$ cat src/inc/blank_regs.svh
/*
 * Timing counts and reset values for the trip blanking window filter.
 * Assumes inclusion by bare name from design files.
 */
`ifndef BLANK_REGS_SVH
`define BLANK_REGS_SVH

`define BLANK_LATE_MASK_CYC 3
`define BLANK_GLITCH_LATE_CYC 3
`define BLANK_GLITCH_EARLY_CYC 1
`define BLANK_CNT_RESET 16'h0000

`endif

$ cat src/inc/blank_pkg.sv
/*
 * Types for the trip blanking window filter.
 * Assumes nothing beyond a SystemVerilog compiler.
 */
`default_nettype none
package blank_pkg;
    typedef enum logic [2:0] {
        WIN_IDLE  = 3'b001,
        WIN_DELAY = 3'b010,
        WIN_OPEN  = 3'b100
    } win_state_t;
endpackage
`default_nettype wire

$ cat src/blank_sync.sv
/*
 * Two-flop reset release synchroniser.
 * Assumes rst_n is asynchronous, active low.
 */
`default_nettype none
module blank_sync (
    input wire logic clk_sys,
    input wire logic rst_n,
    output logic rst_sync_n
);
    logic [1:0] stage_r;
    always_ff @(posedge clk_sys or negedge rst_n) begin
        if (!rst_n) begin
            stage_r <= 2'h0;
        end else begin
            stage_r <= {stage_r[0], 1'b1};
        end
    end
    assign rst_sync_n = stage_r[1];
endmodule
`default_nettype wire

$ cat src/trip_blanking_window.sv
/*
 * Compare-event filter with blanking window, modelling the late mask
 * at window open and the glitch-prone window close.
 * Assumes synchronous inputs on clk_sys; configuration held static
 * while a window is in progress.
 */
`default_nettype none
`include "blank_regs.svh"

// Function
// Open window suppresses compare trip events
// First three cycles after opening pass events
// Filtered output follows raw events meanwhile
// Filtered event drives all enabled consumers
// Short trip after close may glitch output
// Glitch span: one before, three after close
// Window persists across period boundary
// Software opens window three cycles early
// Software sizes window away from trip ends
// Offset and width counted from counter event
// Filter disabled routes raw event unchanged
module trip_blanking_window #(
    parameter int CNT_W = 16,
    parameter int NUM_EVT = 4
) (
    input wire logic clk_sys,
    input wire logic rst_n,
    input wire logic [NUM_EVT-1:0] raw_compare_events,
    input wire logic [NUM_EVT-1:0] evt_select,
    input wire logic period_event,
    input wire logic filter_enable,
    input wire logic blank_enable,
    input wire logic [CNT_W-1:0] blank_offset,
    input wire logic [CNT_W-1:0] blank_width,
    input wire logic [3:0] consumer_enable,
    output logic filtered_compare_event,
    output logic trip_zone_logic,
    output logic trip_irq,
    output logic conv_soc,
    output logic out_force,
    output logic window_open,
    output logic close_hazard
);
    // Two counter bits at least, so the three-cycle late mask fits
    if (CNT_W < 2 || CNT_W > 32 || NUM_EVT < 1) begin
        $error("trip_blanking_window: unsupported parameters");
    end

    // Late mask length is a silicon property, deliberately not a port
    localparam logic [CNT_W-1:0] LATE_CYC = CNT_W'(`BLANK_LATE_MASK_CYC);
    localparam logic [CNT_W-1:0] ONE = CNT_W'(1);

    typedef struct packed {
        blank_pkg::win_state_t st;
        logic [CNT_W-1:0] cnt;
        logic [CNT_W-1:0] open_age;
        logic filt;
        logic [3:0] cons;
        logic [2:0] since_close;
        logic raw_prev;
        logic hazard;
    } state_t;

    state_t s_r;
    state_t s_nxt;
    logic rst_sync_n;
    logic raw_sel;
    logic masking;

    blank_sync u_sync (
        .clk_sys(clk_sys),
        .rst_n(rst_n),
        .rst_sync_n(rst_sync_n)
    );

    assign raw_sel = |(raw_compare_events & evt_select);
    // Mask is late: only after the open window has aged three cycles
    assign masking = (s_r.st == blank_pkg::WIN_OPEN) &&
                     (s_r.open_age >= LATE_CYC);

    always_comb begin
        s_nxt = s_r;
        s_nxt.raw_prev = raw_sel;
        case (s_r.st)
            blank_pkg::WIN_IDLE: begin
                if (blank_enable && period_event) begin
                    s_nxt.cnt = blank_offset;
                    s_nxt.st = (blank_offset == '0) ? blank_pkg::WIN_OPEN
                                                    : blank_pkg::WIN_DELAY;
                    s_nxt.open_age = '0;
                    if (blank_offset == '0) begin
                        s_nxt.cnt = blank_width;
                    end
                end
            end
            blank_pkg::WIN_DELAY: begin
                if (s_r.cnt <= ONE) begin
                    s_nxt.st = blank_pkg::WIN_OPEN;
                    s_nxt.cnt = blank_width;
                    s_nxt.open_age = '0;
                end else begin
                    s_nxt.cnt = s_r.cnt - ONE;
                end
            end
            blank_pkg::WIN_OPEN: begin
                // Period events ignored here so the window spans the boundary
                if (s_r.cnt <= ONE) begin
                    s_nxt.st = blank_pkg::WIN_IDLE;
                    s_nxt.since_close = 3'h0;
                end else begin
                    s_nxt.cnt = s_r.cnt - ONE;
                end
                if (s_r.open_age < LATE_CYC) begin
                    s_nxt.open_age = s_r.open_age + ONE;
                end
            end
            default: begin
                s_nxt.st = blank_pkg::WIN_IDLE;
            end
        endcase
        // Saturates so a long idle never wraps into the glitch span
        if (s_r.st != blank_pkg::WIN_OPEN && s_r.since_close != 3'h7) begin
            s_nxt.since_close = s_r.since_close + 3'h1;
        end
        // Trip ending near the close edge: flag the glitch-prone case
        s_nxt.hazard = s_r.raw_prev && !raw_sel && filter_enable &&
                       ((s_r.st == blank_pkg::WIN_OPEN && s_r.cnt <= ONE &&
                         `BLANK_GLITCH_EARLY_CYC >= 1) ||
                        (s_r.st != blank_pkg::WIN_OPEN &&
                         s_r.since_close < 3'(`BLANK_GLITCH_LATE_CYC)));
        if (filter_enable) begin
            s_nxt.filt = raw_sel && !(blank_enable && masking);
        end else begin
            s_nxt.filt = raw_sel;
        end
        s_nxt.cons = consumer_enable & {4{s_nxt.filt}};
    end

    // One register for all state keeps the reset values in one place
    always_ff @(posedge clk_sys or negedge rst_sync_n) begin
        if (!rst_sync_n) begin
            s_r <= '{st: blank_pkg::WIN_IDLE, cnt: CNT_W'(`BLANK_CNT_RESET),
                     open_age: '0, filt: 1'b0, cons: 4'h0,
                     since_close: 3'h7, raw_prev: 1'b0, hazard: 1'b0};
        end else begin
            s_r <= s_nxt;
        end
    end

    assign filtered_compare_event = s_r.filt;
    assign trip_zone_logic = s_r.cons[0];
    assign trip_irq = s_r.cons[1];
    assign conv_soc = s_r.cons[2];
    // Short trip just after close reaches the output stage unfiltered
    assign out_force = s_r.cons[3];
    assign window_open = (s_r.st == blank_pkg::WIN_OPEN);
    assign close_hazard = s_r.hazard;

    // Filter and window timing
    AST_MASKED: assert property (@(posedge clk_sys) disable iff (!rst_sync_n)
        (masking && filter_enable && blank_enable) |=> !filtered_compare_event)
        else $error("event passed while window masked");

    AST_UNMASKED: assert property (@(posedge clk_sys) disable iff (!rst_sync_n)
        !(masking && filter_enable && blank_enable) |=> (filtered_compare_event == $past(raw_sel)))
        else $error("event lost outside the masked span");

    AST_LATE3: assert property (@(posedge clk_sys) disable iff (!rst_sync_n)
        ($rose(window_open) && filter_enable) |=> (filtered_compare_event
            == $past(raw_sel)))
        else $error("early window cycle did not pass event");

    AST_LATE_PASS: assert property (@(posedge clk_sys) disable iff (!rst_sync_n)
        (window_open && s_r.open_age < LATE_CYC && raw_sel) |=> filtered_compare_event)
        else $error("late window cycle blocked a raw event");

    AST_FOLLOW: assert property (@(posedge clk_sys) disable iff (!rst_sync_n)
        (window_open && s_r.open_age < LATE_CYC) |=> (filtered_compare_event ==
            $past(raw_sel)))
        else $error("filtered event did not follow raw");

    AST_CONS: assert property (@(posedge clk_sys) disable iff (!rst_sync_n)
        trip_zone_logic |-> (filtered_compare_event && $past(consumer_enable[0])))
        else $error("trip zone driven without filtered event");

    AST_CONS_ALL: assert property (@(posedge clk_sys) disable iff (!rst_sync_n)
        {out_force, conv_soc, trip_irq, trip_zone_logic} ==
            ({4{filtered_compare_event}} & $past(consumer_enable)))
        else $error("consumer outputs differ from enabled filtered event");

    AST_BYPASS: assert property (@(posedge clk_sys) disable iff (!rst_sync_n)
        !filter_enable |=> (filtered_compare_event == $past(raw_sel)))
        else $error("bypass did not pass raw event");

    AST_SPAN: assert property (@(posedge clk_sys) disable iff (!rst_sync_n)
        (window_open && s_r.cnt > ONE && period_event) |=> window_open)
        else $error("window cut at period boundary");

    AST_IDLE_START: assert property (@(posedge clk_sys) disable iff (!rst_sync_n)
        (s_r.st == blank_pkg::WIN_IDLE && blank_enable && period_event &&
         blank_offset != '0) |=> (s_r.st == blank_pkg::WIN_DELAY))
        else $error("period event did not start the offset count");

    AST_OFFSET: assert property (@(posedge clk_sys) disable iff (!rst_sync_n)
        (s_r.st == blank_pkg::WIN_IDLE && blank_enable && period_event &&
         blank_offset == CNT_W'(2)) |-> ##3 window_open)
        else $error("window opened at wrong offset");

    AST_CLOSE: assert property (@(posedge clk_sys) disable iff (!rst_sync_n)
        (window_open && s_r.cnt <= ONE) |=> !window_open)
        else $error("window outlived its width");

    // Glitch-span flag
    AST_HAZARD: assert property (@(posedge clk_sys) disable iff (!rst_sync_n)
        close_hazard |-> $past(filter_enable))
        else $error("hazard flagged without filtering");

    AST_HAZ_AFTER: assert property (@(posedge clk_sys) disable iff (!rst_sync_n)
        (filter_enable && !window_open && s_r.raw_prev && !raw_sel &&
         s_r.since_close < 3'(`BLANK_GLITCH_LATE_CYC)) |=> close_hazard)
        else $error("trip end just after close not flagged");

    AST_HAZ_CAUSE: assert property (@(posedge clk_sys) disable iff (!rst_sync_n)
        close_hazard |-> ($past(s_r.raw_prev) && !$past(raw_sel)))
        else $error("hazard flagged without a trip ending");
endmodule
`default_nettype wire

$ cat config.mk
export PLATFORM = sky130hd
export DESIGN_NAME = trip_blanking_window
export DESIGN_NICKNAME = d
export VERILOG_FILES = /design/src/inc/blank_pkg.sv /design/src/blank_sync.sv /design/src/trip_blanking_window.sv
export VERILOG_INCLUDE_DIRS = /design/src /design/src/inc
export SDC_FILE = /design/constraint.sdc
export NUM_CORES = 1
export LEC_CHECK = 0
export ABC_AREA = 1
export BUFFER_PORTS_ARGS = -buffer_cell sky130_fd_sc_hd__buf_2
export CORE_ASPECT_RATIO = 1.4
export CORE_UTILIZATION = 54
export DETAILED_ROUTE_END_ITERATION = 10
export PLACE_DENSITY = 0.87
export SETUP_SLACK_MARGIN = 0.2
export SLEW_MARGIN = 20
export SYNTH_ARGS = -nofsm -noshare
export SYNTH_HDL_FRONTEND = slang
export SYNTH_SLANG_ARGS = --single-unit
export TNS_END_PERCENT = 10
$ cat constraint.sdc
create_clock -name clk_sys -period 1.75 [get_ports clk_sys]
set_input_delay 0.0875 -clock clk_sys [delete_from_list [all_inputs] [get_ports clk_sys]]
set_output_delay 0.0875 -clock clk_sys [all_outputs]
set_load 0.005 [all_outputs]
## After elaboration in Yosys (flattened, before gate mapping)

Cells that the tools add are included.
W data, S select, Z words.

- Output and inout bits: 7
- Input bits: 49
- Word-level logic and storage cells: 65
- Register bits: 47

- Bitwise operators: 2
- Equal/unequal tests: 10
- Magnitude comparators: 4
- Add/subtract/negate cells: 3
- Multiplexer cells: 15
- Reductions and logical operators: 22

Operator list:

| cell | number |
|---|---|
| $pmux W32 S3 | 1 |
| $mux W16 | 5 |
| $mux W35 | 1 |
| $mux W3 | 6 |
| $add A16 B1 Y16 const B | 1 |
| $ge A16 B2 Y1 const B | 1 |
| $le A16 B1 Y1 const B | 1 |
| $logic_not A16 Y1 | 1 |
| $lt A16 B2 Y1 const B | 1 |
| $sub A16 B1 Y16 const B | 1 |
| $logic_and A1 B1 Y1 | 10 |
| $pmux W3 S3 | 1 |
| $and A4 B4 Y4 | 2 |
| $ne A2 B2 Y1 const B | 3 |
| $ne A3 B3 Y1 const B | 2 |
| $reduce_and A3 Y1 | 2 |
| $ne A2 B1 Y1 const B | 2 |
| $reduce_and A4 Y1 | 1 |
| $reduce_bool A2 Y1 | 2 |
| $reduce_or A4 Y1 | 1 |
| $add A3 B1 Y3 const B | 1 |
| $eq A3 B1 Y1 const B | 1 |
| $eq A3 B2 Y1 const B | 1 |
| $eq A3 B3 Y1 const B | 1 |
| 6 further kinds | 7 |

## Logic depth before layout (Yosys ltp)

Gate-level depths: netlist (run 1).

- Word-level depth: 7
- Mapped depth: 12
- Gate-level depth less buffers: 12

## Cells and area by module

From an unflattened synthesis (run 1), not the netlist that was laid out.

- Cell total of the unflattened synthesis: 422
- Area, all modules: 2880.3 um^2

Modules (own cells, without submodules):

| module | area an instance (um^2) | cells each | sequential area each (um^2) | instances |
|---|---|---|---|---|
| trip_blanking_window | 2826.5 | 419 | 1131.1 | 1 |
| blank_sync | 53.8 | 3 | 50.0 | 1 |

## Worst setup path after synthesis (run 1)

Ideal clock, no wire load.

- Kind: register to register
- Start point: register s_r[26] in the netlist's numbering
- End point: register s_r[35] in the netlist's numbering
- Path slack: 0.112 ns
- Setup time: 0.113 ns
- Period minus slack after synthesis: 1.638 ns
- Cell stages (with the launch flop): 11
- Buffers on the path: 0
- Arrival: 1.525 ns
- Required time: 1.637 ns
- Cells stage by stage: dfrtp_1 -> inv_1 -> ha_1 -> nand2_1 -> nand2_2 -> nand4_4 -> nand2_4 -> inv_4 -> or2_0 -> nand2_1 -> inv_1

- Cells in the longest elaborated chain, start to end: 3
- Elaborated cells on any way between the ends: 7
- Classes of those cells: 1 x add/sub; 1 x order compare; 1 x eq/ne; 3 x mux; 1 x reduce/logical

RTL lines:

| element | line | text |
|---|---|---|
| from (decl) | trip_blanking_window.sv:64 | `state_t s_r;` |
| from (signal assigned) | trip_blanking_window.sv:142 | `` s_r <= '{st: blank_pkg::WIN_IDLE, cnt: CNT_W'(`BLANK_CNT_RESET), `` |
| from (signal assigned) | trip_blanking_window.sv:146 | `s_r <= s_nxt;` |
| $sub A16 B1 Y16 or $le A16 B1 Y1 (tied branches) | n/a |  |
| $mux W16 (tied with other cells) | trip_blanking_window.sv:107 | `if (s_r.cnt <= ONE) begin` |
| $pmux W32 S3 or $reduce_and A3 Y1 (tied branches) | n/a |  |

Parallel ways exist; a longest one is shown, timed or not. The select of a mux whose other input is x is not followed.
A chain may end at the register's enable or synchronous reset.

## Worst setup path after layout (run 1)

- Start point: register s_r[31] in the netlist's numbering
- End point: register s_r[38] in the netlist's numbering

Same word-level chain as after synthesis.

==> impl_metrics.py, run 1 <==
metrics = {
    "run_status": {
        "status": "finished clean",
    },
    "critical_path": {
        "cp_data_required_time_ns": 2.00,
        "ff2ff_setup_slack_ns": 0.003,
        "critPathSlowestCell": "dfrtp_1",
        "cp-end-kind": "register",
        "crit_top_cell": "nand2_1",
        "crit_path_start_kind": "register",
        "slowest_delay_ns": 0.44,
        "critPathArrivalTime_ns": 2.00,
        "path_cells": "nor2_4, nand2_4, nor2_8, nand4_1, nand2_2, clkbuf_16, nand2_1, nand3_1, nand2_1, inv_1",
        "crit_path_max_fanout": 6,
        "worst-setup-path-type": "register to register",
    },
    "grt": {
        "grt_max_degree": 46,
        "grt_overflow": 0,
        "grt_usage_pct": 30.16,
        "grt_antenna_before_repair": 0,
        "grt_pass1_vias": 3006,
        "grt_pass1_wl_um": 12910,
    },
    "finish": {
        "nets": 555,
        "drive_gt1_share_pct": 32.67,
        "fin_area_um2": 3851,
        "n_antenna_cell": 0,
        "fill_cells": 326,
        "area_growth_pct": 34.94,
        "final_core_util_pct": 77.73,
    },
    "run": {
        "maxCapViolCount": 0,
    },
    "cts": {
        "htreeDepth": 2,
        "path_clk_slew_ns": 0.10,
        "clk_latency_ns": 0.31,
        "cts_tree": "yes",
        "max-clock-path-buffers": 2,
        "cts_sinks": 47,
        "cts-buffers-inserted": 5,
        "ctsRootBufferMaster": "clkbuf_8",
    },
    "timing": {
        "rsz0062_at_grt": "yes",
        "hold_viol": 0,
        "slew_violations": 0,
        "slew_headroom_pct": 62.41,
        "setup-violations-final": 0,
        "fmax_mhz": 572.4,
        "worst_slew_pin_slew_ns": 0.5638,
        "timing.final.ws_setup_ns": 0.002959,
        "skew_ns": 0.007507,
        "final.min_clock_period_ns": 1.747,
        "whs_ns": 0.06720,
        "period_share_pct": 99.83,
    },
    "synthesis": {
        "synth_ff_type": "dfrtp_1",
        "yosysSeqAreaShare_pct": 41.39,
        "synth_common_cells": "nand2_1, nor2_1, inv_1",
        "synth_edf_count": 0,
        "netlist_instances": 396,
        "synthTopCellsByArea": "dfrtp_1, nand2_1, nor2_1",
        "yosysMostFrequentCell": "nand2_1",
        "synth_top_cell_area_share_pct": 37.70,
        "yosysTopAreaCell": "dfrtp_1",
        "synth_cell_types": 33,
        "synthArstFlopShare_pct": 100.0,
        "synth_nets": 450,
        "yosys_warnings": 0,
        "syn_area_um2": 2854,
        "ys_seq_elements": 47,
        "avgSynthCellArea_um2": 7.207,
    },
    "power_and_ir_drop": {
        "power_density_nw_per_um2": 1547,
        "peakVddDrop_v": 0.0009753,
        "leakagePower_nw": 2.016,
    },
    "route": {
        "wl_per_cell_um": 15.51,
        "ant_nets": 0,
        "vias_per_cell": 5.481,
        "firstDrtPassIters": 5,
        "drt-initial-drc-count": 260,
        "wirelength_um": 8780,
        "routed-via-count": 3102,
        "drc": 0,
    },
    "place": {
        "place.gp.congestion": 0.9407,
        "dp_hpwl_um": 5321,
        "io_buffer_count": 55,
        "dpl_cell_area_um2": 3278,
        "place_ws_ns": 0.02117,
    },
    "die": {
        "io_pins": 56,
        "dieArea_um2": 5584,
        "start_util_pct": 57.60,
        "die_w_um": 63.44,
        "die_y_um": 88.02,
        "rows": 30,
        "coreArea_um2": 4955,
    },
    "hold_path": {
        "hold_class": "input port to register",
    },
}
==> critical path, delay by kind of cell, from the launching register on <==
family / cells / cell delay, ns
DFF: 1 / 0.44
and+or+nand+nor: 8 / 1.02
buffers and inverters: 2 / 0.24
==> placed cells by master, fill, tap and decap left out, types with 3 or more instances in the layout <==
cell / n
a21oi_1: 9
buf_2: 55
buf_4: 39
clkbuf_8: 5
dfrtp_1: 38
dfrtp_2: 5
dfstp_2: 4
dlygate4sd3_1: 5
ha_1: 3
inv_1: 47
inv_2: 9
nand2_1: 103
nand2_2: 3
nand2_4: 5
nand2_8: 4
nand3_1: 24
nand3_2: 3
nand3_4: 3
nand3b_1: 3
nand4_1: 10
nor2_1: 69
nor2_2: 8
nor2_4: 5
o21ai_0: 11
or2_0: 3
xor2_1: 5
==> timing repair <==
action	CTS	global route
cloned	0	2
resized for setup	20	23
hold buffers	5	0
hold endpoints to repair	6	0
setup endpoints to repair	34	37
buffers inserted	18	10
pin swaps	5	12
==> cell families (layout without fill, tap and decap cells) <==
group | Yosys count | count (layout) | share of synthesized area (%)
other cells | 1 | 1 | 0.1314
simple gates | 249 | 250 | 40.33
buf+inv | 65 | 170 | 9.820
fa+ha+maj | 5 | 5 | 2.192
xor+xnor | 6 | 6 | 1.841
compound gates | 23 | 23 | 4.296
flops | 47 | 47 | 41.39
==> state kept, by name (all words and copies together), names as in the netlist <==
register	count
filtered_compare_event	1
trip_irq	1
trip_zone_logic	1
s_r	39
conv_soc	1
u_sync.stage_r	2
close_hazard	1
out_force	1
==> through the flow <==
stage / setup TNS [ns] / total power [mW] / instances
2_1_floorplan: 0 / 3.493 / 396
3_3_place_gp: 0 / 4.006 / 523
3_5_place_dp: 0 / 4.095 / 523
4_1_cts: 0 / 5.454 / 554
5_1_grt: -0.09954 / 6.305 / 566
6_report: 0 / 5.959 / 566
==> path summary, 6_finish.rpt <==
| kind | startpoint | endpoint | depth (start not counted) |
|---|---|---|---|
| setup / recovery | s_r[31] | s_r[38] | 10 |
| hold / removal | filter_enable | close_hazard | 3 |
| setup reg to reg | s_r[31] | s_r[38] | 10 |
| hold reg to reg | u_sync.stage_r[1] | s_r[28] | 1 |
| max in group asynchronous | u_sync.stage_r[1] | s_r[44] | 1 |
| min in group asynchronous | rst_n | u_sync.stage_r[1] | 2 |
==> cell type report <==
class	count	area, um2	share of cell area (%)
clock buffers	5	68.82	1.787
clock inverters	3	47.55	1.235
inverters	60	242.7	6.303
repair buffers	102	674.4	17.51
multi-input cells	285	1550	40.25
well taps	64	80.08	2.079
flip-flops and latches	47	1187	30.83
==> layer usage <==
metal	global-route usage, %	part of all wire (%)	vias up	wire length (um)
li1	-	-	1433	-
met1	32.04	37	1436	3217
met2	57.35	51	183	4487
met3	3.776	5.9	50	514
met4	16.32	6.4	0	560
met5	0	0	-	0
==> power breakdown <==
group | switching, mW | total (mW) | internal [mW]
logic | 2.00 | 3.39 | 1.39
registers | 0.310 | 1.73 | 1.42
clock network | 0.402 | 0.836 | 0.433
total | 2.71 | 5.96 | 3.25
Note: power is estimated with default switching activity, not from simulation.
==> run 2: changes to the inputs <==
--- a/config.mk
+++ b/config.mk
@@ -6,12 +6,12 @@
 export SDC_FILE = /design/constraint.sdc
 export NUM_CORES = 1
 export LEC_CHECK = 0
-export ABC_AREA = 1
+export ABC_AREA = 0
 export BUFFER_PORTS_ARGS = -buffer_cell sky130_fd_sc_hd__buf_2
 export CORE_ASPECT_RATIO = 1.4
 export CORE_UTILIZATION = 54
 export DETAILED_ROUTE_END_ITERATION = 10
-export PLACE_DENSITY = 0.87
+export PLACE_DENSITY = 0.89
 export SETUP_SLACK_MARGIN = 0.2
 export SLEW_MARGIN = 20
 export SYNTH_ARGS = -nofsm -noshare
==> run 2 against run 1 <==
- the flow now finishes with violations (negative setup slack)
- largest cell class unchanged
- synthesized area fell by 11%
- critical path depth fell by 3
- critical endpoint unchanged
- global-route usage is 9.8 points higher
- setup slack lost 0.59 ns
- total power decreased by 39%
- core utilization up 5.2 points
- sequential power fell by 16%
- flip-flop and latch count is the same
- final area shrank 3.1%
==> impl_metrics.py, run 2 <==
metrics = {
    "finish": {
        "drive_gt1_share_pct": 44.64,
        "stdcell_count": 454,
        "top_register": "s_r",
        "n_antenna_cell": 0,
        "fin_area_um2": 3731,
        "mostFrequentLayoutCells": "buf_4, buf_2, dfrtp_1",
        "largest_reg_flops": 39,
        "top_regs": "s_r: 39 flops, u_sync.stage_r: 2 flops",
        "final_common_cell": "buf_4",
        "area_growth_pct": 47.55,
        "nets": 445,
    },
    "synthesis": {
        "syn_area_um2": 2529,
        "netlist_instances": 261,
        "synthTopCellsByArea": "dfrtp_1, dfstp_2, o21ai_0",
        "yosysMostFrequentCell": "dfrtp_1",
        "synthArstFlopShare_pct": 100.0,
        "yosys_warnings": 0,
        "synth_cell_types": 53,
        "yosysTopAreaCell": "dfrtp_1",
        "synth_edf_count": 0,
        "synth_nets": 315,
        "synth_common_cells": "dfrtp_1, nor2_1, o21ai_0",
        "synth_top_cell_area_share_pct": 42.55,
        "yosysSeqAreaShare_pct": 46.71,
        "synth_ff_type": "dfrtp_1",
        "avgSynthCellArea_um2": 9.688,
        "ys_seq_elements": 47,
    },
    "timing": {
        "final.min_clock_period_ns": 2.332,
        "slew_violations": 0,
        "skew_ns": 0.02123,
        "period_share_pct": 133.3,
        "worst_slew_pin_slew_ns": 0.9019,
        "setup-violations-final": 44,
        "hold_viol": 0,
        "slew_headroom_pct": 39.88,
        "timing.final.ws_setup_ns": -0.5824,
        "fmax_mhz": 428.7,
        "rsz0062_at_grt": "yes",
    },
    "run": {
        "maxCapViolCount": 0,
    },
    "die": {
        "start_util_pct": 56.20,
        "die_w_um": 59.84,
        "io_pins": 56,
        "coreArea_um2": 4499,
        "rows": 29,
        "dieArea_um2": 4965,
        "die_y_um": 82.97,
    },
    "grt": {
        "grt_pass1_vias": 2986,
        "grt_antenna_before_repair": 0,
        "grt_max_degree": 29,
        "grt_pass1_wl_um": 14550,
        "grt_usage_pct": 39.97,
        "grt_overflow": 0,
    },
    "place": {
        "dp_hpwl_um": 5591,
        "dpl_cell_area_um2": 3302,
        "place.gp.congestion": 0.9474,
        "placed_cells": 430,
        "io_buffer_count": 55,
    },
    "power_and_ir_drop": {
        "power_density_nw_per_um2": 967.1,
        "power.total_mw": 3.608,
        "peakVddDrop_v": 0.0008132,
        "leakagePower_nw": 1.761,
    },
    "cts": {
        "cts_tree": "yes",
        "cts-buffers-inserted": 5,
        "cts_sinks": 47,
        "htreeDepth": 2,
        "clk_latency_ns": 0.32,
        "max-clock-path-buffers": 2,
        "ctsRootBufferMaster": "clkbuf_8",
        "path_clk_slew_ns": 0.10,
    },
    "critical_path": {
        "cp_data_required_time_ns": 1.97,
        "path_cells": "or4_4, nor4b_4, buf_4, a31o_4, a2111oi_4, a221o_1, a22o_1",
        "critPathSlowestCell": "or4_4",
        "critPathArrivalTime_ns": 2.55,
        "slowest_delay_ns": 0.56,
        "r2r-start": "s_r[35]",
        "crit_path_max_fanout": 4,
        "reg2regPathDepth": 7,
        "ff2ff_setup_slack_ns": -0.58,
        "cp-end-kind": "register",
        "crit_path_start_kind": "register",
        "reg2reg_to": "s_r[38]",
        "worst-setup-path-type": "register to register",
    },
    "route": {
        "drc": 0,
        "vias_per_cell": 6.458,
        "drt-initial-drc-count": 457,
        "routed-via-count": 2932,
        "ant_nets": 0,
        "wirelength_um": 9401,
        "wl_per_cell_um": 20.71,
        "firstDrtPassIters": 5,
    },
    "hold_path": {
        "holdPathEnd": "s_r[29]",
        "hp-start": "blank_width[3]",
        "hold_class": "input port to register",
        "worstHoldPathCells": 3,
    },
    "run_status": {
        "status": "finished, violations left",
        "violations": "negative setup slack",
    },
}
## run 2: final cells by class
| type | instances | area [um2] |
|---|---|---|
| multi-input combinational | 192 | 1391 |
| sequential | 47 | 1182 |
| timing repair buffer | 136 | 942.2 |
| fill | 255 | 768.2 |
| clock buffer | 6 | 82.58 |
| tap | 62 | 77.57 |
| inverter | 9 | 38.79 |
| clock inverter | 2 | 16.27 |
## run 2: stage by stage
step	TNS (ns)	worst slack, ns	utilization [%]	hold WS, ns
floorplan	-12.22	-0.4243	-	-0.2081
CTS	-17.85	-0.5537	80.70	0.04639
global placement	-16.43	-0.5199	73.39	-0.1268
detailed placement	-19.31	-0.6140	73.39	-0.1234
global route	-22.07	-0.6421	82.93	0.05424
finish	-19.19	-0.5824	82.93	0.04111
## run 2: timing repair
| item | 4_1_cts | 5_1_grt |
|---|---|---|
| gates cloned | 1 | 1 |
| buffers inserted | 7 | 2 |
| setup endpoints to repair | 45 | 45 |
| endpoints found under the hold margin | 6 | 0 |
| pin swaps | 9 | 13 |
| gates resized for setup | 32 | 20 |
| hold buffers | 5 | 0 |
## run 2: worst max-delay path: cells and delay by family (launching register included)
kind / cells / cell delay [ns]
DFF: 1 / 0.42
buffers and inverters: 1 / 0.18
AOI/OAI and AO/OA: 4 / 0.79
and+or+nand+nor: 2 / 0.82
## run 2: cell families (layout without fill, tap and decap cells)
group | count (synthesis) | count (layout) | share of synthesized area, %
adder cells (fa/ha/maj) | 5 | 5 | 2.474
multiplexers | 3 | 3 | 1.237
AND/OR/NAND/NOR | 97 | 97 | 21.23
other | 1 | 1 | 0.1483
AO/OA/AOI/OAI | 84 | 84 | 23.35
flip-flops | 47 | 47 | 46.71
XOR/XNOR | 2 | 2 | 0.6929
buffers and inverters | 22 | 153 | 4.156
## run 2: routing by layer
metal  wire length, um  up-vias  GRT usage [%]
met5                 0        -              0
met4               641        0          26.22
li1                  -     1250              -
met3               684       66          9.969
met2              4833      203          64.75
met1              3241     1413          44.76
## run 2: how the worst max path moves through the flow
stage | startpoint | endpoint | slack [ns] | cells after the start
floorplan | s_r[37] | s_r[38] | -0.42 | 7
global placement | s_r[37] | s_r[38] | -0.52 | 6
detailed placement | s_r[37] | s_r[36] | -0.61 | 6
CTS | s_r[35] | s_r[38] | -0.55 | 7
global route | s_r[35] | s_r[34] | -0.64 | 9
finish | s_r[35] | s_r[38] | -0.58 | 7
## run 2: where the power goes
part	total, mW	internal [mW]	leakage [nW]	switching [mW]
sequential	1.45	1.29	0.596	0.163
combinational	1.44	0.749	1.12	0.693
clock	0.713	0.323	0.0474	0.390
total	3.61	2.36	1.76	1.25
